==> src/design/tws_pkg.sv <==
// Constants, field positions and carrier types of the two-wire serial channel.
// Assumes an 8-bit register port with a 16-bit address and one system clock.
package tws_pkg;
  localparam int ADDR_W = 16;
  localparam int DATA_W = 8;
  localparam int BITS = 8;
  localparam int CNT_W = 4;

  localparam logic [15:0] ADDR_MODE = 16'hff60;
  localparam logic [15:0] ADDR_BUSCTL = 16'hff61;
  localparam logic [15:0] ADDR_TIMING = 16'hff62;
  localparam logic [15:0] ADDR_SHIFT = 16'hff63;
  localparam logic [15:0] ADDR_SVA = 16'hff64;
  localparam logic [15:0] ADDR_AUX = 16'hff65;

  localparam int MODE_ENABLE = 7;
  localparam int MODE_MATCH = 6;
  localparam int MODE_WUP = 5;
  localparam int MODE_BUS = 4;
  localparam int MODE_CLK_HIGH = 2;
  localparam int MODE_CLK_LOW = 1;

  localparam int BUSCTL_RELEASE_TRIGGER = 0;
  localparam int BUSCTL_COMMAND_TRIGGER = 1;
  localparam int BUSCTL_RELD = 2;
  localparam int BUSCTL_COMMAND_DETECT = 3;
  localparam int BUSCTL_KEEP_LO = 4;

  localparam int TIMING_CLD = 6;

  localparam int AUX_FLAG = 0;
  localparam int AUX_PORT_LATCH = 1;

  localparam logic [7:0] RST_MODE = 8'h00;
  localparam logic [7:0] RST_BUSCTL = 8'h00;
  localparam logic [7:0] RST_TIMING = 8'h00;
  localparam logic [7:0] RST_SHIFT = 8'h00;
  localparam logic [7:0] RST_SVA = 8'h00;
  localparam logic RST_PORT_LATCH = 1'b1;
  localparam logic RST_OUT_LATCH = 1'b1;
  localparam logic [3:0] LAST_BIT = 4'h7;

  typedef struct packed {
    logic enable;
    logic wake_up_control;
    logic [4:0] sel;
  } tws_mode_t;

  typedef struct packed {
    logic command_detect;
    logic reld;
    logic command_trigger;
    logic release_trigger;
  } tws_busflags_t;
endpackage

==> src/design/tws_channel.sv <==
// Two-wire clocked serial channel: register port, shift engine, line drivers.
// Assumes all pin inputs are synchronous to i_ref_clk and the lines are pulled up.
//
// Added by the designer: the plain strobed port.
`timescale 1ns/10ps
`default_nettype none

// What this block does
// - Wake-up off: flag the interrupt after every finished transfer.
// - Wake-up on, bus modes: flag only when address after release matches.
// - Match flag at bit 6 shows shift equals slave address; zero when disabled.
// - Channel enable off stops transfers, triggers and pin drivers; registers stay writable; on permits operation.
// - Release trigger sets the output latch, then self-clears; cleared when disabled.
// - Command trigger clears the output latch, then self-clears; cleared when disabled.
// - Timing register bit 6 shows clock level; zero when disabled.
// - Eight-bit units; shift register moves on serial clock falling edges, the eighth bit on the last rising edge.
// - Output latch drives the selected data pin, most significant bit first.
// - Selected data pin is sampled on serial clock rising edges.
// - After the eighth bit shifting stops and the interrupt flag sets, subject to the wake-up rule above.
// - Internal clock mode: clock pin level gated by its port latch.
// - Shift write starts only when enabled and clock stopped or high.
// - Enabling after a shift write does not start a transfer.
// - Transmit captures the real line state into the shift register.
// - Clock select: external pin, timer output, or prescaled clock.
module tws_channel (
  input wire logic i_ref_clk,
  input wire logic i_sys_rst,
  input wire logic [15:0] i_addr,
  input wire logic [7:0] i_wdata,
  input wire logic i_wr,
  input wire logic i_rd,
  output logic [7:0] o_rdata,
  input wire logic i_timer_tick,
  input wire logic i_prescale_tick,
  input wire logic i_sck,
  output logic o_sck_out,
  output logic o_sck_oe,
  input wire logic i_data_a,
  output logic o_data_a_out,
  output logic o_data_a_oe,
  input wire logic i_data_b,
  output logic o_data_b_out,
  output logic o_data_b_oe,
  output logic o_channel_interrupt_flag
);
  tws_pkg::tws_mode_t mode, next_mode;
  tws_pkg::tws_busflags_t flags, next_flags;
  logic [3:0] busctl_hi, next_busctl_hi;
  logic [7:0] timing, next_timing;
  logic [7:0] shift, next_shift;
  logic [7:0] slave_address_register, next_sva;
  logic [7:0] rdata, next_rdata;
  logic [3:0] count, next_count;
  logic busy, next_busy;
  logic got_bit, next_got_bit;
  logic hold_bit, next_hold_bit;
  logic out_latch, next_out_latch;
  logic port_latch, next_port_latch;
  logic irq_flag, next_irq_flag;
  logic sck_int, next_sck_int;
  logic sck_prev, next_sck_prev;
  logic line_prev, next_line_prev;
  logic addr_pending, next_addr_pending;

  logic internal_clk;
  logic tick;
  logic sck_lvl;
  logic sck_rise;
  logic sck_fall;
  logic pin_a_sel;
  logic line;
  logic match;
  logic bus_mode;
  logic clk_ok;
  logic wr_mode, wr_busctl, wr_timing, wr_shift, wr_sva, wr_aux;
  logic [7:0] mode_rd;

  always_comb begin
    internal_clk = mode.sel[tws_pkg::MODE_CLK_LOW];
    // Timer output or prescaled clock drives the internal clock
    tick = mode.sel[tws_pkg::MODE_CLK_HIGH] ? i_prescale_tick : i_timer_tick;
    // External clock comes from the pin, internal from the divider
    sck_lvl = internal_clk ? sck_int : i_sck;
    sck_rise = mode.enable && busy && sck_lvl && !sck_prev;
    sck_fall = mode.enable && busy && !sck_lvl && sck_prev;
    pin_a_sel = mode.sel[tws_pkg::MODE_CLK_HIGH];
    // Line read back is the real bus level, not the latch
    line = pin_a_sel ? i_data_a : i_data_b;
    match = mode.enable && (shift == slave_address_register);
    bus_mode = mode.sel[tws_pkg::MODE_BUS];
    // Internal clock stopped, or external clock high
    clk_ok = internal_clk ? !busy : (i_sck && !busy);
    wr_mode = i_wr && (i_addr == tws_pkg::ADDR_MODE);
    wr_busctl = i_wr && (i_addr == tws_pkg::ADDR_BUSCTL);
    wr_timing = i_wr && (i_addr == tws_pkg::ADDR_TIMING);
    wr_shift = i_wr && (i_addr == tws_pkg::ADDR_SHIFT);
    wr_sva = i_wr && (i_addr == tws_pkg::ADDR_SVA);
    wr_aux = i_wr && (i_addr == tws_pkg::ADDR_AUX);
    mode_rd = {mode.enable, match, mode.wake_up_control, mode.sel};
  end

  always_comb begin
    next_mode = mode;
    next_flags = flags;
    next_busctl_hi = busctl_hi;
    next_timing = timing;
    next_shift = shift;
    next_sva = slave_address_register;
    next_count = count;
    next_busy = busy;
    next_got_bit = got_bit;
    next_hold_bit = hold_bit;
    next_out_latch = out_latch;
    next_port_latch = port_latch;
    next_irq_flag = irq_flag;
    next_sck_int = sck_int;
    next_sck_prev = sck_lvl;
    next_line_prev = line;
    next_addr_pending = addr_pending;
    next_rdata = 8'h00;

    // Triggers act for one cycle only, then read back as zero
    next_flags.release_trigger = 1'b0;
    next_flags.command_trigger = 1'b0;

    if (wr_mode) begin
      next_mode = {i_wdata[tws_pkg::MODE_ENABLE], i_wdata[tws_pkg::MODE_WUP], i_wdata[4:0]};
    end
    if (wr_busctl) begin
      next_busctl_hi = i_wdata[7:4];
    end
    if (wr_timing) begin
      next_timing = i_wdata;
    end
    if (wr_sva) begin
      next_sva = i_wdata;
    end
    if (wr_aux) begin
      next_port_latch = i_wdata[tws_pkg::AUX_PORT_LATCH];
    end
    // Software clears the flag by writing one; a completing transfer still wins
    if (wr_aux && i_wdata[tws_pkg::AUX_FLAG]) begin
      next_irq_flag = 1'b0;
    end

    if (mode.enable) begin
      if (wr_busctl && i_wdata[tws_pkg::BUSCTL_RELEASE_TRIGGER]) begin
        next_flags.release_trigger = 1'b1;
        next_out_latch = 1'b1;
      end else if (wr_busctl && i_wdata[tws_pkg::BUSCTL_COMMAND_TRIGGER]) begin
        next_flags.command_trigger = 1'b1;
        next_out_latch = 1'b0;
      end

      // Data edges while the clock is high mark release and command
      if (sck_lvl && sck_prev && line && !line_prev) begin
        next_flags.reld = 1'b1;
        next_flags.command_detect = 1'b0;
        next_addr_pending = 1'b1;
      end else if (sck_lvl && sck_prev && !line && line_prev) begin
        next_flags.command_detect = 1'b1;
        next_flags.reld = 1'b0;
      end

      // A write while busy keeps the running byte intact
      if (wr_shift && !busy) begin
        next_shift = i_wdata;
        next_out_latch = i_wdata[7];
        if (clk_ok) begin
          next_busy = 1'b1;
          next_count = 4'h0;
          next_got_bit = 1'b0;
          next_sck_int = 1'b1;
        end
      end

      // Half a clock period per tick; stops high after the last rising edge
      if (busy && internal_clk && tick) begin
        next_sck_int = !sck_int;
      end

      if (sck_rise) begin
        if (count == tws_pkg::LAST_BIT) begin
          // No falling edge follows the eighth bit, so it lands now
          next_shift = {shift[6:0], line};
          next_busy = 1'b0;
          next_count = 4'h0;
          next_got_bit = 1'b0;
          next_sck_int = 1'b1;
          next_addr_pending = 1'b0;
          if (!mode.wake_up_control || !bus_mode) begin
            next_irq_flag = 1'b1;
          end else if (addr_pending && ({shift[6:0], line} == slave_address_register)) begin
            next_irq_flag = 1'b1;
          end
        end else begin
          next_hold_bit = line;
          next_got_bit = 1'b1;
        end
      end else if (sck_fall && got_bit) begin
        // The first falling edge only opens the frame
        next_shift = {shift[6:0], hold_bit};
        next_out_latch = shift[6];
        next_count = count + 4'h1;
        next_got_bit = 1'b0;
      end
    end else begin
      // Disabled channel: no transfer, triggers and detect flags cleared
      next_busy = 1'b0;
      next_count = 4'h0;
      next_got_bit = 1'b0;
      next_sck_int = 1'b1;
      next_flags = '0;
      next_addr_pending = 1'b0;
      if (wr_shift) begin
        next_shift = i_wdata;
      end
    end

    if (i_rd) begin
      unique case (i_addr)
        tws_pkg::ADDR_MODE: next_rdata = mode_rd;
        tws_pkg::ADDR_BUSCTL: next_rdata = {busctl_hi, flags};
        tws_pkg::ADDR_TIMING: begin
          next_rdata = timing;
          next_rdata[tws_pkg::TIMING_CLD] = mode.enable && sck_lvl;
        end
        tws_pkg::ADDR_SHIFT: next_rdata = shift;
        tws_pkg::ADDR_SVA: next_rdata = slave_address_register;
        tws_pkg::ADDR_AUX: next_rdata = {6'h00, port_latch, irq_flag};
        default: next_rdata = 8'h00;
      endcase
    end
  end

  always_ff @(posedge i_ref_clk) begin
    if (i_sys_rst) begin
      mode <= tws_pkg::RST_MODE[6:0];
      flags <= tws_pkg::RST_BUSCTL[3:0];
      busctl_hi <= tws_pkg::RST_BUSCTL[7:4];
      timing <= tws_pkg::RST_TIMING;
      shift <= tws_pkg::RST_SHIFT;
      slave_address_register <= tws_pkg::RST_SVA;
      rdata <= 8'h00;
      count <= 4'h0;
      busy <= 1'b0;
      got_bit <= 1'b0;
      hold_bit <= 1'b0;
      out_latch <= tws_pkg::RST_OUT_LATCH;
      port_latch <= tws_pkg::RST_PORT_LATCH;
      irq_flag <= 1'b0;
      sck_int <= 1'b1;
      sck_prev <= 1'b1;
      line_prev <= 1'b1;
      addr_pending <= 1'b0;
    end else begin
      mode <= next_mode;
      flags <= next_flags;
      busctl_hi <= next_busctl_hi;
      timing <= next_timing;
      shift <= next_shift;
      slave_address_register <= next_sva;
      rdata <= next_rdata;
      count <= next_count;
      busy <= next_busy;
      got_bit <= next_got_bit;
      hold_bit <= next_hold_bit;
      out_latch <= next_out_latch;
      port_latch <= next_port_latch;
      irq_flag <= next_irq_flag;
      sck_int <= next_sck_int;
      sck_prev <= next_sck_prev;
      line_prev <= next_line_prev;
      addr_pending <= next_addr_pending;
    end
  end

  // Open-drain pins only ever pull low; the pull-up gives the high level
  always_comb begin
    o_rdata = rdata;
    o_sck_out = 1'b0;
    o_sck_oe = mode.enable && internal_clk && !(sck_int && port_latch);
    o_data_a_out = 1'b0;
    o_data_b_out = 1'b0;
    o_data_a_oe = mode.enable && pin_a_sel && !out_latch;
    o_data_b_oe = mode.enable && !pin_a_sel && !out_latch;
    o_channel_interrupt_flag = irq_flag;
  end
endmodule

`default_nettype wire

==> config.mk <==
export PLATFORM = sky130hd
export DESIGN_NAME = tws_channel
export DESIGN_NICKNAME = d
export VERILOG_FILES = /design/src/design/tws_pkg.sv /design/src/design/tws_channel.sv
export SDC_FILE = /design/constraint.sdc
export NUM_CORES = 1
export LEC_CHECK = 0
export ABC_AREA = 1
export BUFFER_PORTS_ARGS = -buffer_cell sky130_fd_sc_hd__buf_2
export CORE_MARGIN = 1
export CORE_UTILIZATION = 40
export CTS_CLUSTER_DIAMETER = 100
export DETAILED_ROUTE_END_ITERATION = 10
export GPL_TIMING_DRIVEN = 0
export HOLD_SLACK_MARGIN = 0.06
export SETUP_SLACK_MARGIN = 0.2
export SKIP_LAST_GASP = 1
export SLEW_MARGIN = 20
export SYNTH_ARGS = -nofsm -noshare
export SYNTH_HDL_FRONTEND = slang
export SYNTH_SLANG_ARGS = --single-unit
==> constraint.sdc <==
create_clock -name i_ref_clk -period 3.4 [get_ports i_ref_clk]
set_clock_uncertainty 0.05 [all_clocks]
set_input_delay 0.17 -clock i_ref_clk [delete_from_list [all_inputs] [get_ports i_ref_clk]]
set_output_delay 0.17 -clock i_ref_clk [all_outputs]
set_load 0.02 [all_outputs]
==> run metrics, run 1 <==
outcome complete, no violations; Worst Path Arrival around 2 ns; unrepaired setup endpoints after global routing false; all-layer global routing usage between 20% and 30%; DRC Markers 0; Peak VDD IR between 0.2 and 0.25 mV; first-pass GRT wire length ~16 mm; 1st-iter DRT viols approximately 280; htree depth 3; clock buffer depth 2; Data required, critical path 3.18 ns; Placer Congestion 0.926; Tmin final 2.23 ns; family with the most delay on the worst path buffers and inverters; most frequent cells in the layout nand2_1 (122), inv_1 (65), dfxtp_1 (60), o21ai_0 (53), a21oi_1 (48); biggest cell delay along the critical path 0.57 ns; Startpoint Class flip-flop; worst setup path class reg2out; Highest Clock Rate ~0.45 GHz; DRT antenna net count 0; die height between 90 and 100 µm; Avg Vias per Cell 5.23; max-cap viol count 0; CP most frequent cell buf_2; Final Util 48.7%; core area ~8000 µm²; port buffer count 42; HP Class in2reg; Power per Cell Area between 300 and 400 nW/µm²; Buf+Inv Stages, Crit Path 4; clk_lat worst skew 0.34 ns; Antenna Cells 0; synthesized instance count ~500; ys async rst share 0%; Ports 48; Rows 32; Die X roughly 93 µm; share of layout cells above drive strength 1 between 15 and 20%; Max-slew headroom 60.4%; initial antenna violation count 0; Final period util approximately two thirds; leak pwr roughly 1.7 nW; setup bufs post-CTS 0; vias in the first global route 3297; cell area after synthesis 3320 µm²; drt first pass iters 5; largest net degree at the start of global routing 12; Vias between 3000 and 4000; CTS Buf Count 9; GRT overflow 0; CTS sink cnt 60; top_reg_cell synth dfxtp_1; sequential area share after synthesis between 30% and 40%; slowest cell on the critical path dfxtp_1; clock slew at reported path FFs approximately 0.070 ns; Routed WL 10.0 mm; Fin. Hold Viols 0; synth unique cells 39; register bit total from synthesis 60; crit end category output port; CTS tree done; final slew viol count 0; Area Growth Syn to Fin 15.8%; root buffer cell clkbuf_8; most common cell after layout, fill and taps aside nand2_1; Post-synth EDFFs 0; DP Wirelength around 7.7 mm; final setup vio count 0; setup TNS 0 ns; die area roughly 8700 µm²; WL/cell between 15 and 20 µm; Final #Nets 592; Synth warnings 0; Least-Margin Pin Slew 0.591 ns; CP Cell Sequence inv_1 > buf_2 > clkbuf_1 > a211oi_1 > buf_2; Crit Path Max Fanout 10; effective utilization at floorplan 42.0%; average cell area after synthesis ~6.6 µm²
==> worst reg2reg max path, delay by kind of cell (launching register included) <==
kind	cells	cell delay, ns
flops	1	0.57
simple gates	8	0.82
compound gates	1	0.05
buf+inv	1	0.19
==> power breakdown <==
group | internal (mW) | total [mW] | switching [mW]
Sequential | 0.704 | 0.704 | 0.000651
Combinational | 0.0267 | 0.0839 | 0.0572
Clock | 0.260 | 0.566 | 0.306
Total | 0.990 | 1.35 | 0.364
==> synth_stat cells, types with 3 or more instances <==
library cell | count | area share [%]
nor2_1 | 34 | 3.8
a21oi_1 | 48 | 7.2
nand2_1 | 122 | 14
nand2_2 | 8 | 1.5
nor2_2 | 6 | 1.1
a21oi_2 | 4 | 1.1
o21ai_0 | 53 | 8.0
xor2_1 | 3 | 0.79
inv_1 | 65 | 7.4
inv_2 | 3 | 0.34
xnor2_1 | 5 | 1.3
nand4_1 | 13 | 2.5
buf_2 | 3 | 0.45
nor3_1 | 15 | 2.3
dfxtp_1 | 60 | 36
nand3_1 | 26 | 3.9
clkbuf_1 | 7 | 0.79
buf_4 | 4 | 0.91
==> worst paths after layout <==
| check | slack [ns] | from | cells past startpoint | to |
|---|---|---|---|---|
| setup / recovery | 1.17 | mode[6] | 5 | o_sck_oe |
| hold / removal | 0.11 | i_wdata[6] | 3 | slave_address_register[6] |
| setup reg to reg | 1.60 | mode[6] | 10 | shift[6] |
| hold reg to reg | 0.40 | mode[0] | 2 | mode[0] |
==> per-stage QoR <==
stage / power [mW] / setup slack (ns) / instance area, µm² / hold slack [ns] / std cells
detailed placement: 0.802 / 1.59 / 3660 / 0.383 / 648
global route: 1.40 / 1.09 / 3840 / 0.139 / 665
finish: 1.35 / 1.17 / 3840 / 0.114 / 665
floorplan: 0.763 / 1.80 / 3320 / 0.199 / 504
CTS: 1.36 / 1.19 / 3840 / 0.103 / 665
global placement: 0.802 / 1.59 / 3660 / 0.383 / 648
==> registers in the layout, summed over array words and instances, names as in the netlist, 4 cells and up <==
| register | count |
|---|---|
| o_rdata | 8 |
| shift | 8 |
| slave_address_register | 8 |
| timing | 7 |
| mode | 5 |
| busctl_hi | 4 |
| count | 4 |
| flags | 4 |
==> repair_timing <==
action / in CTS / in global routing
hold buffers: 1 / 0
endpoints found under the hold margin: 1 / 0
resized for setup: 0 / 0
==> cells by family (layout without fill, tap and decap cells) <==
group / Yosys count / after routing / synth area share (%)
simple gates: 236 / 236 / 33.1
other cells: 1 / 3 / 0.113
compound gates: 112 / 112 / 17.8
fa+ha+maj: 1 / 1 / 0.377
flops: 60 / 60 / 36.2
xor+xnor: 8 / 8 / 2.11
buf+inv: 84 / 143 / 10.3
==> metal layers <==
metal  GRT usage [%]  routed length (µm)  vias up  share of wire [%]
li1                -                   -     1744                  -
met1            32.6                4680     1612                 47
met2            40.7                4580      105                 46
met3            6.02                 639       15                6.4
met4            5.77                 120        0                1.2
met5               0                   0        -                  0
==> area by class of cell <==
type	count	area [µm²]
well taps	102	128
flip-flops and latches	60	1200
fillers	835	4050
repair buffers	43	220
plain buffers	15	82.6
multi-input cells	360	1780
clock inverters	7	43.8
clock buffers	9	124
inverters	69	259
(Power assumes the default switching activity.)
==> run 2, diff against run 1 <==
ABC_AREA = 0   (was 1)
clock period = 2.3 ns   (was 3.4 ns; I/O delays follow)
==> run metrics, run 2 <==
Net Sw Frac between 20% and 30%; Vias just under 3000; Area Growth Syn to Fin 20.5%; 1st-iter DRT viols around 200; worst setup path class reg2reg; drt first pass iters 5; Buf+Inv Stages, Crit Path 2; synth unique cells 57; die area between 8000 and 9000 µm²; WL/cell about 18 µm; top_reg_cell synth dfxtp_1; dpl cell area around 3500 µm²; final slew viol count 0; die height 91.0 µm; DRC Markers 0; final hold slack 0.0789 ns; post-route cell area around 3800 µm²; Routed WL around 9.4 mm; Startpoint Class flip-flop; sequential area share after synthesis between 30% and 40%; crit end category flip-flop; count leader, synth dfxtp_1; CTS sink cnt 60; Synth warnings 0; Worst Path Arrival roughly 2.2 ns; root buffer cell clkbuf_8; ys async rst share 0%; share of layout cells above drive strength 1 21.3%; clock share of power roughly 44%; Comb power frac ~6.4%; GRT overflow 0; register bit total from synthesis 60; effective utilization at floorplan between 40% and 50%; Antenna Cells 0; DP Wirelength 6.70 mm; CTS tree done; outcome complete, no violations; synthesized instance count between 300 and 400; Hold Path Cell Cnt 3; Post-synth EDFFs 0; Ports 48; vias in the first global route roughly 2800; Max-slew headroom between 50% and 60%; Power per Cell Area approximately 550 nW/µm²; Peak VDD IR 0.260 mV; area leader, netlist dfxtp_1; worst reg2reg setup slack around 0.3 ns; most frequent cells in the layout dfxtp_1 (60), nor2_1 (54), buf_2 (46), mux2i_1 (39); Placed Instances about 490; CTS Buf Count 9; CP Cell Sequence buf_2 > mux2_4 > mux2i_4 > nor2b_1 > clkbuf_4 > a211oi_1 > o32ai_1; Die X roughly 91 µm; share of the synthesized area in the top cell type a little under two fifths; unrepaired setup endpoints after global routing false; Hold EP busctl_hi[3]; fin worst setup slack between 0.2 and 0.3 ns; average cell area after synthesis approximately 9 µm²; Data required, critical path approximately 2.5 ns; clock slew at reported path FFs 0.07 ns; Setup WS pre-CTS -0.0397 ns; largest net degree at the start of global routing 11; HP Class in2reg; core area a little under 8000 µm²; reg-to-reg critical path endpoint shift[6]; all-layer global routing usage between 20% and 30%; family with the most delay on the worst path multiplexers; max-cap viol count 0; r2r startpoint internal_clk; biggest cell delay along the critical path between 0.3 and 0.4 ns; Flop pwr share 49.2%; Final period util ~87%; fin cells around 520; Synth area leaders dfxtp_1 (38%), mux2i_1 (13%), nor2_1 (6.4%), xnor2_1 (4.1%), mux2_2 (2.8%); hold path startpoint i_wdata[7]; Final Util 49.7%; Final #Nets around 440; setup TNS 0 ns; Tmin final around 2 ns; slowest cell on the critical path mux2_4; Least-Margin Pin Slew about 0.65 ns; setup bufs post-CTS 0; DRT antenna net count 0; Final Power ~2.1 mW; htree depth 3; Crit Path Max Fanout 7; cell area after synthesis 3170 µm²; Rows 32; Placer Congestion about 0.85; clk_lat worst skew between 0.3 and 0.4 ns; P_sw about 500 µW; first-pass GRT wire length approximately 15 mm; leak pwr about 1.5 nW; Int Pwr 1.62 mW; clock buffer depth 2; Highest Clock Rate between 0.4 and 0.5 GHz; Avg Vias per Cell between 5 and 6; final setup vio count 0; R2R depth 7; Fin. Hold Viols 0; port buffer count 42; most common library cells after synthesis dfxtp_1 (60), nor2_1 (54), mux2i_1 (40); initial antenna violation count 0; most common cell after layout, fill and taps aside dfxtp_1
## run 2: cells by family (layout without fill, tap and decap cells)
logic type | count (synthesis) | in the layout | share of synthesized area, %
AO/OA/AOI/OAI | 63 | 63 | 14.7
flip-flops | 60 | 60 | 37.9
adder cells (fa/ha/maj) | 1 | 1 | 0.395
multiplexers | 51 | 51 | 17.6
XOR/XNOR | 17 | 17 | 4.70
other | 1 | 3 | 0.118
AND/OR/NAND/NOR | 125 | 125 | 20.3
buffers and inverters | 30 | 94 | 4.30
## run 2: worst max-delay path by stage
stage | start | to | slack [ns] | depth (start not counted)
final | internal_clk | shift[6] | 0.29 | 7
after CTS | internal_clk | shift[6] | 0.19 | 7
after global routing | internal_clk | shift[6] | 0.17 | 7
after floorplan | internal_clk | shift[6] | 0.40 | 7
after global placement | i_addr[1] | slave_address_register[3] | 0.005 | 7
after detailed placement | internal_clk | shift[6] | -0.04 | 7
## run 2: final cells by class
type                            instances  area [µm²]
Buffer                                 26         128
Clock inverter                          4        50.0
Clock buffer                           11         141
Inverter                                4        15.0
Tap cell                              102         128
Multi-Input combinational cell        260        1880
Timing Repair Buffer                   49         280
Fill cell                             757        3870
Sequential cell                        60        1200
## run 2: routing by layer
metal / global-route usage [%] / wire (µm)
met1: 32.2 / 4290
met2: 36.4 / 4280
met3: 5.11 / 619
met4: 9.39 / 185
met5: 0 / 0
## run 2: what timing repair did
| action | 4_1_cts | 5_1_grt |
|---|---|---|
| hold buffers | 7 | 0 |
| pin swaps | 0 | 2 |
| endpoints found under the setup margin | 9 | 13 |
| hold endpoints to repair | 17 | 0 |
| gates cloned | 0 | 0 |
| gates resized for setup | 5 | 9 |
## run 2: power groups by stage
stage / logic [mW] / registers [mW] / clock network, mW
floorplan: 0.0616 / 1.07 / 0
global placement: 0.121 / 1.07 / 0
detailed placement: 0.122 / 1.07 / 0
CTS: 0.133 / 1.04 / 0.962
global route: 0.147 / 1.04 / 1.02
finish: 0.136 / 1.04 / 0.940
## run 2: worst register-to-register path: stages (launching register included)
cell and delay, ns:
dfxtp_1 0.30, buf_2 0.19, mux2_4 0.38, mux2i_4 0.23
nor2b_1 0.16, clkbuf_4 0.20, a211oi_1 0.06, o32ai_1 0.31
==> run 3, diff against run 2 <==
CELL_PAD_IN_SITES_DETAIL_PLACEMENT = 0   (was unset)
CELL_PAD_IN_SITES_GLOBAL_PLACEMENT = 1   (was unset)
PLACE_DENSITY_LB_ADDON = 0.1   (was unset)
clock period = 1.98 ns   (was 2.3 ns; I/O delays follow)
==> run metrics, run 3 (same netlist as run 2, synthesis figures left out) <==
outcome complete, no violations; vias in the first global route between 2000 and 3000; clock buffer depth 2; Worst Path Arrival 2.03 ns; leak pwr ~1.6 nW; r2r startpoint internal_clk; worst setup path class reg2reg; Layout fillers 772; effective utilization at floorplan around two fifths; hold path startpoint i_sys_rst; die area between 8000 and 9000 µm²; Fin. Hold Viols 0; Hold EP shift[0]; Area Growth Syn to Fin 26.2%; R2R depth 7; Least-Margin Pin Slew between 0.6 and 0.7 ns; setup TNS 0 ns; Int Pwr between 2 and 2.5 mW; worst reg2reg setup slack roughly 0.16 ns; most crowded layer after global routing met2; biggest cell delay along the critical path around 0.35 ns; Placer Congestion 0.843; Avg Vias per Cell 5.59; Startpoint Class flip-flop; Highest Clock Rate between 0.5 and 0.6 GHz; CTS sink cnt 60; M2 GR Usage between 30% and 40%; Ports 48; clock share of power 47.4%; all-layer global routing usage 24.0%; Net Sw Frac between 20% and 30%; DRC Markers 0; WL/cell about 19 µm; reg-to-reg critical path endpoint shift[7]; Final period util 92.2%; Comb power frac 6.3%; core area roughly 7700 µm²; most common cell after layout, fill and taps aside dfxtp_1; Power per Cell Area 655 nW/µm²; M3 GR Usage under 10%; most frequent cells in the layout dfxtp_1 (58), nor2_1 (53), buf_2 (46), mux2i_1 (39), xnor2_1 (15); CTS tree done; GRT overflow 0; final slew viol count 0; HP Class in2reg; slowest cell on the critical path mux2_4; Die X between 90 and 100 µm; met1 Track Usage GR between 30 and 40%; CP Cell Sequence buf_6 > mux2_4 > mux2i_4 > nor2b_1 > buf_4 > a21o_1 > a221oi_2; htree depth 3; final hold slack 0.0533 ns; Data required, critical path 2.19 ns; Flop pwr share between 40% and 50%; Max-slew headroom a little under three fifths; die height approximately 91 µm; Final Util between 50% and 60%; Hold Path Cell Cnt 2; port buffer count 42; CTS Buf Count 9; dpl cell area approximately 3500 µm²; 1st-iter DRT viols between 150 and 200; first-pass GRT wire length between 15 and 20 mm; Vias between 2000 and 3000; DP Wirelength approximately 7 mm; Final Power around 2.6 mW; Antenna Cells 0; Final #Nets around 450; Peak VDD IR between 0.2 and 0.3 mV; Rows 32; Tmin final between 1.5 and 2 ns; root buffer cell clkbuf_8; Crit Path Max Fanout 7; unrepaired setup endpoints after global routing true; largest net degree at the start of global routing 11; max-cap viol count 0; share of layout cells above drive strength 1 about a quarter; drt first pass iters 4; final setup vio count 0; initial antenna violation count 0; DRT antenna net count 0; crit end category flip-flop; P_sw 608 µW; clk_lat worst skew 0.35 ns; clock slew at reported path FFs 0.07 ns; Routed WL around 9.7 mm; post-route cell area roughly 4000 µm²
run 3: power by group through the flow:
stage	Combinational [mW]	Clock [mW]	Sequential (mW)
after floorplan	0.0726	0	1.24
after global placement	0.144	0	1.24
after detailed placement	0.143	0	1.24
after CTS	0.161	1.26	1.21
after global routing	0.177	1.31	1.21
final	0.166	1.24	1.21
run 3: how the worst max path moves through the flow:
stage | start | end | depth (start not counted)
2_1_floorplan | i_addr[2] | o_rdata[6] | 5
3_3_place_gp | i_addr[2] | busctl_hi[2] | 7
3_5_place_dp | i_addr[2] | busctl_hi[0] | 7
4_1_cts | mode[2] | o_channel_interrupt_flag | 5
5_1_grt | internal_clk | shift[0] | 7
6_report | internal_clk | shift[7] | 7
run 3: layout make-up:
class	count	area (µm²)	share of cell area, %
timing repair buffer	57	343	8.57
tap	102	128	3.19
clock buffer	11	141	3.54
clock inverter	5	75.1	1.88
multi-input combinational	260	1950	48.8
buffer	26	143	3.57
sequential	60	1200	30.1
inverter	4	15.0	0.375
run 3: per-layer routing:
metal	vias to the layer above	part of all wire, %
met5	-	0
met2	86	46
li1	1417	-
met4	0	2.1
met3	17	4.6
met1	1415	47
run 3: critical path: cells and delay by family (launching register included):
family | cells | cell delay (ns)
multiplexers | 2 | 0.56
AO/OA/AOI/OAI | 2 | 0.40
flip-flops | 1 | 0.32
buffers and inverters | 2 | 0.28
AND/OR/NAND/NOR | 1 | 0.14
run 3: metrics by stage:
step / setup WS [ns] / std cells
after global placement: -0.347 / 494
final: 0.155 / 525
after detailed placement: -0.321 / 494
after global routing: 0.100 / 525
after floorplan: 0.203 / 350
after CTS: 0.124 / 522
run 3: timing repair:
| action | CTS | global route |
|---|---|---|
| resized for setup | 21 | 17 |
| endpoints found under the hold margin | 22 | 0 |
| hold buffers | 8 | 0 |
| pin swaps | 2 | 3 |
| setup buffers | 4 | 3 |
| endpoints found under the setup margin | 38 | 32 |
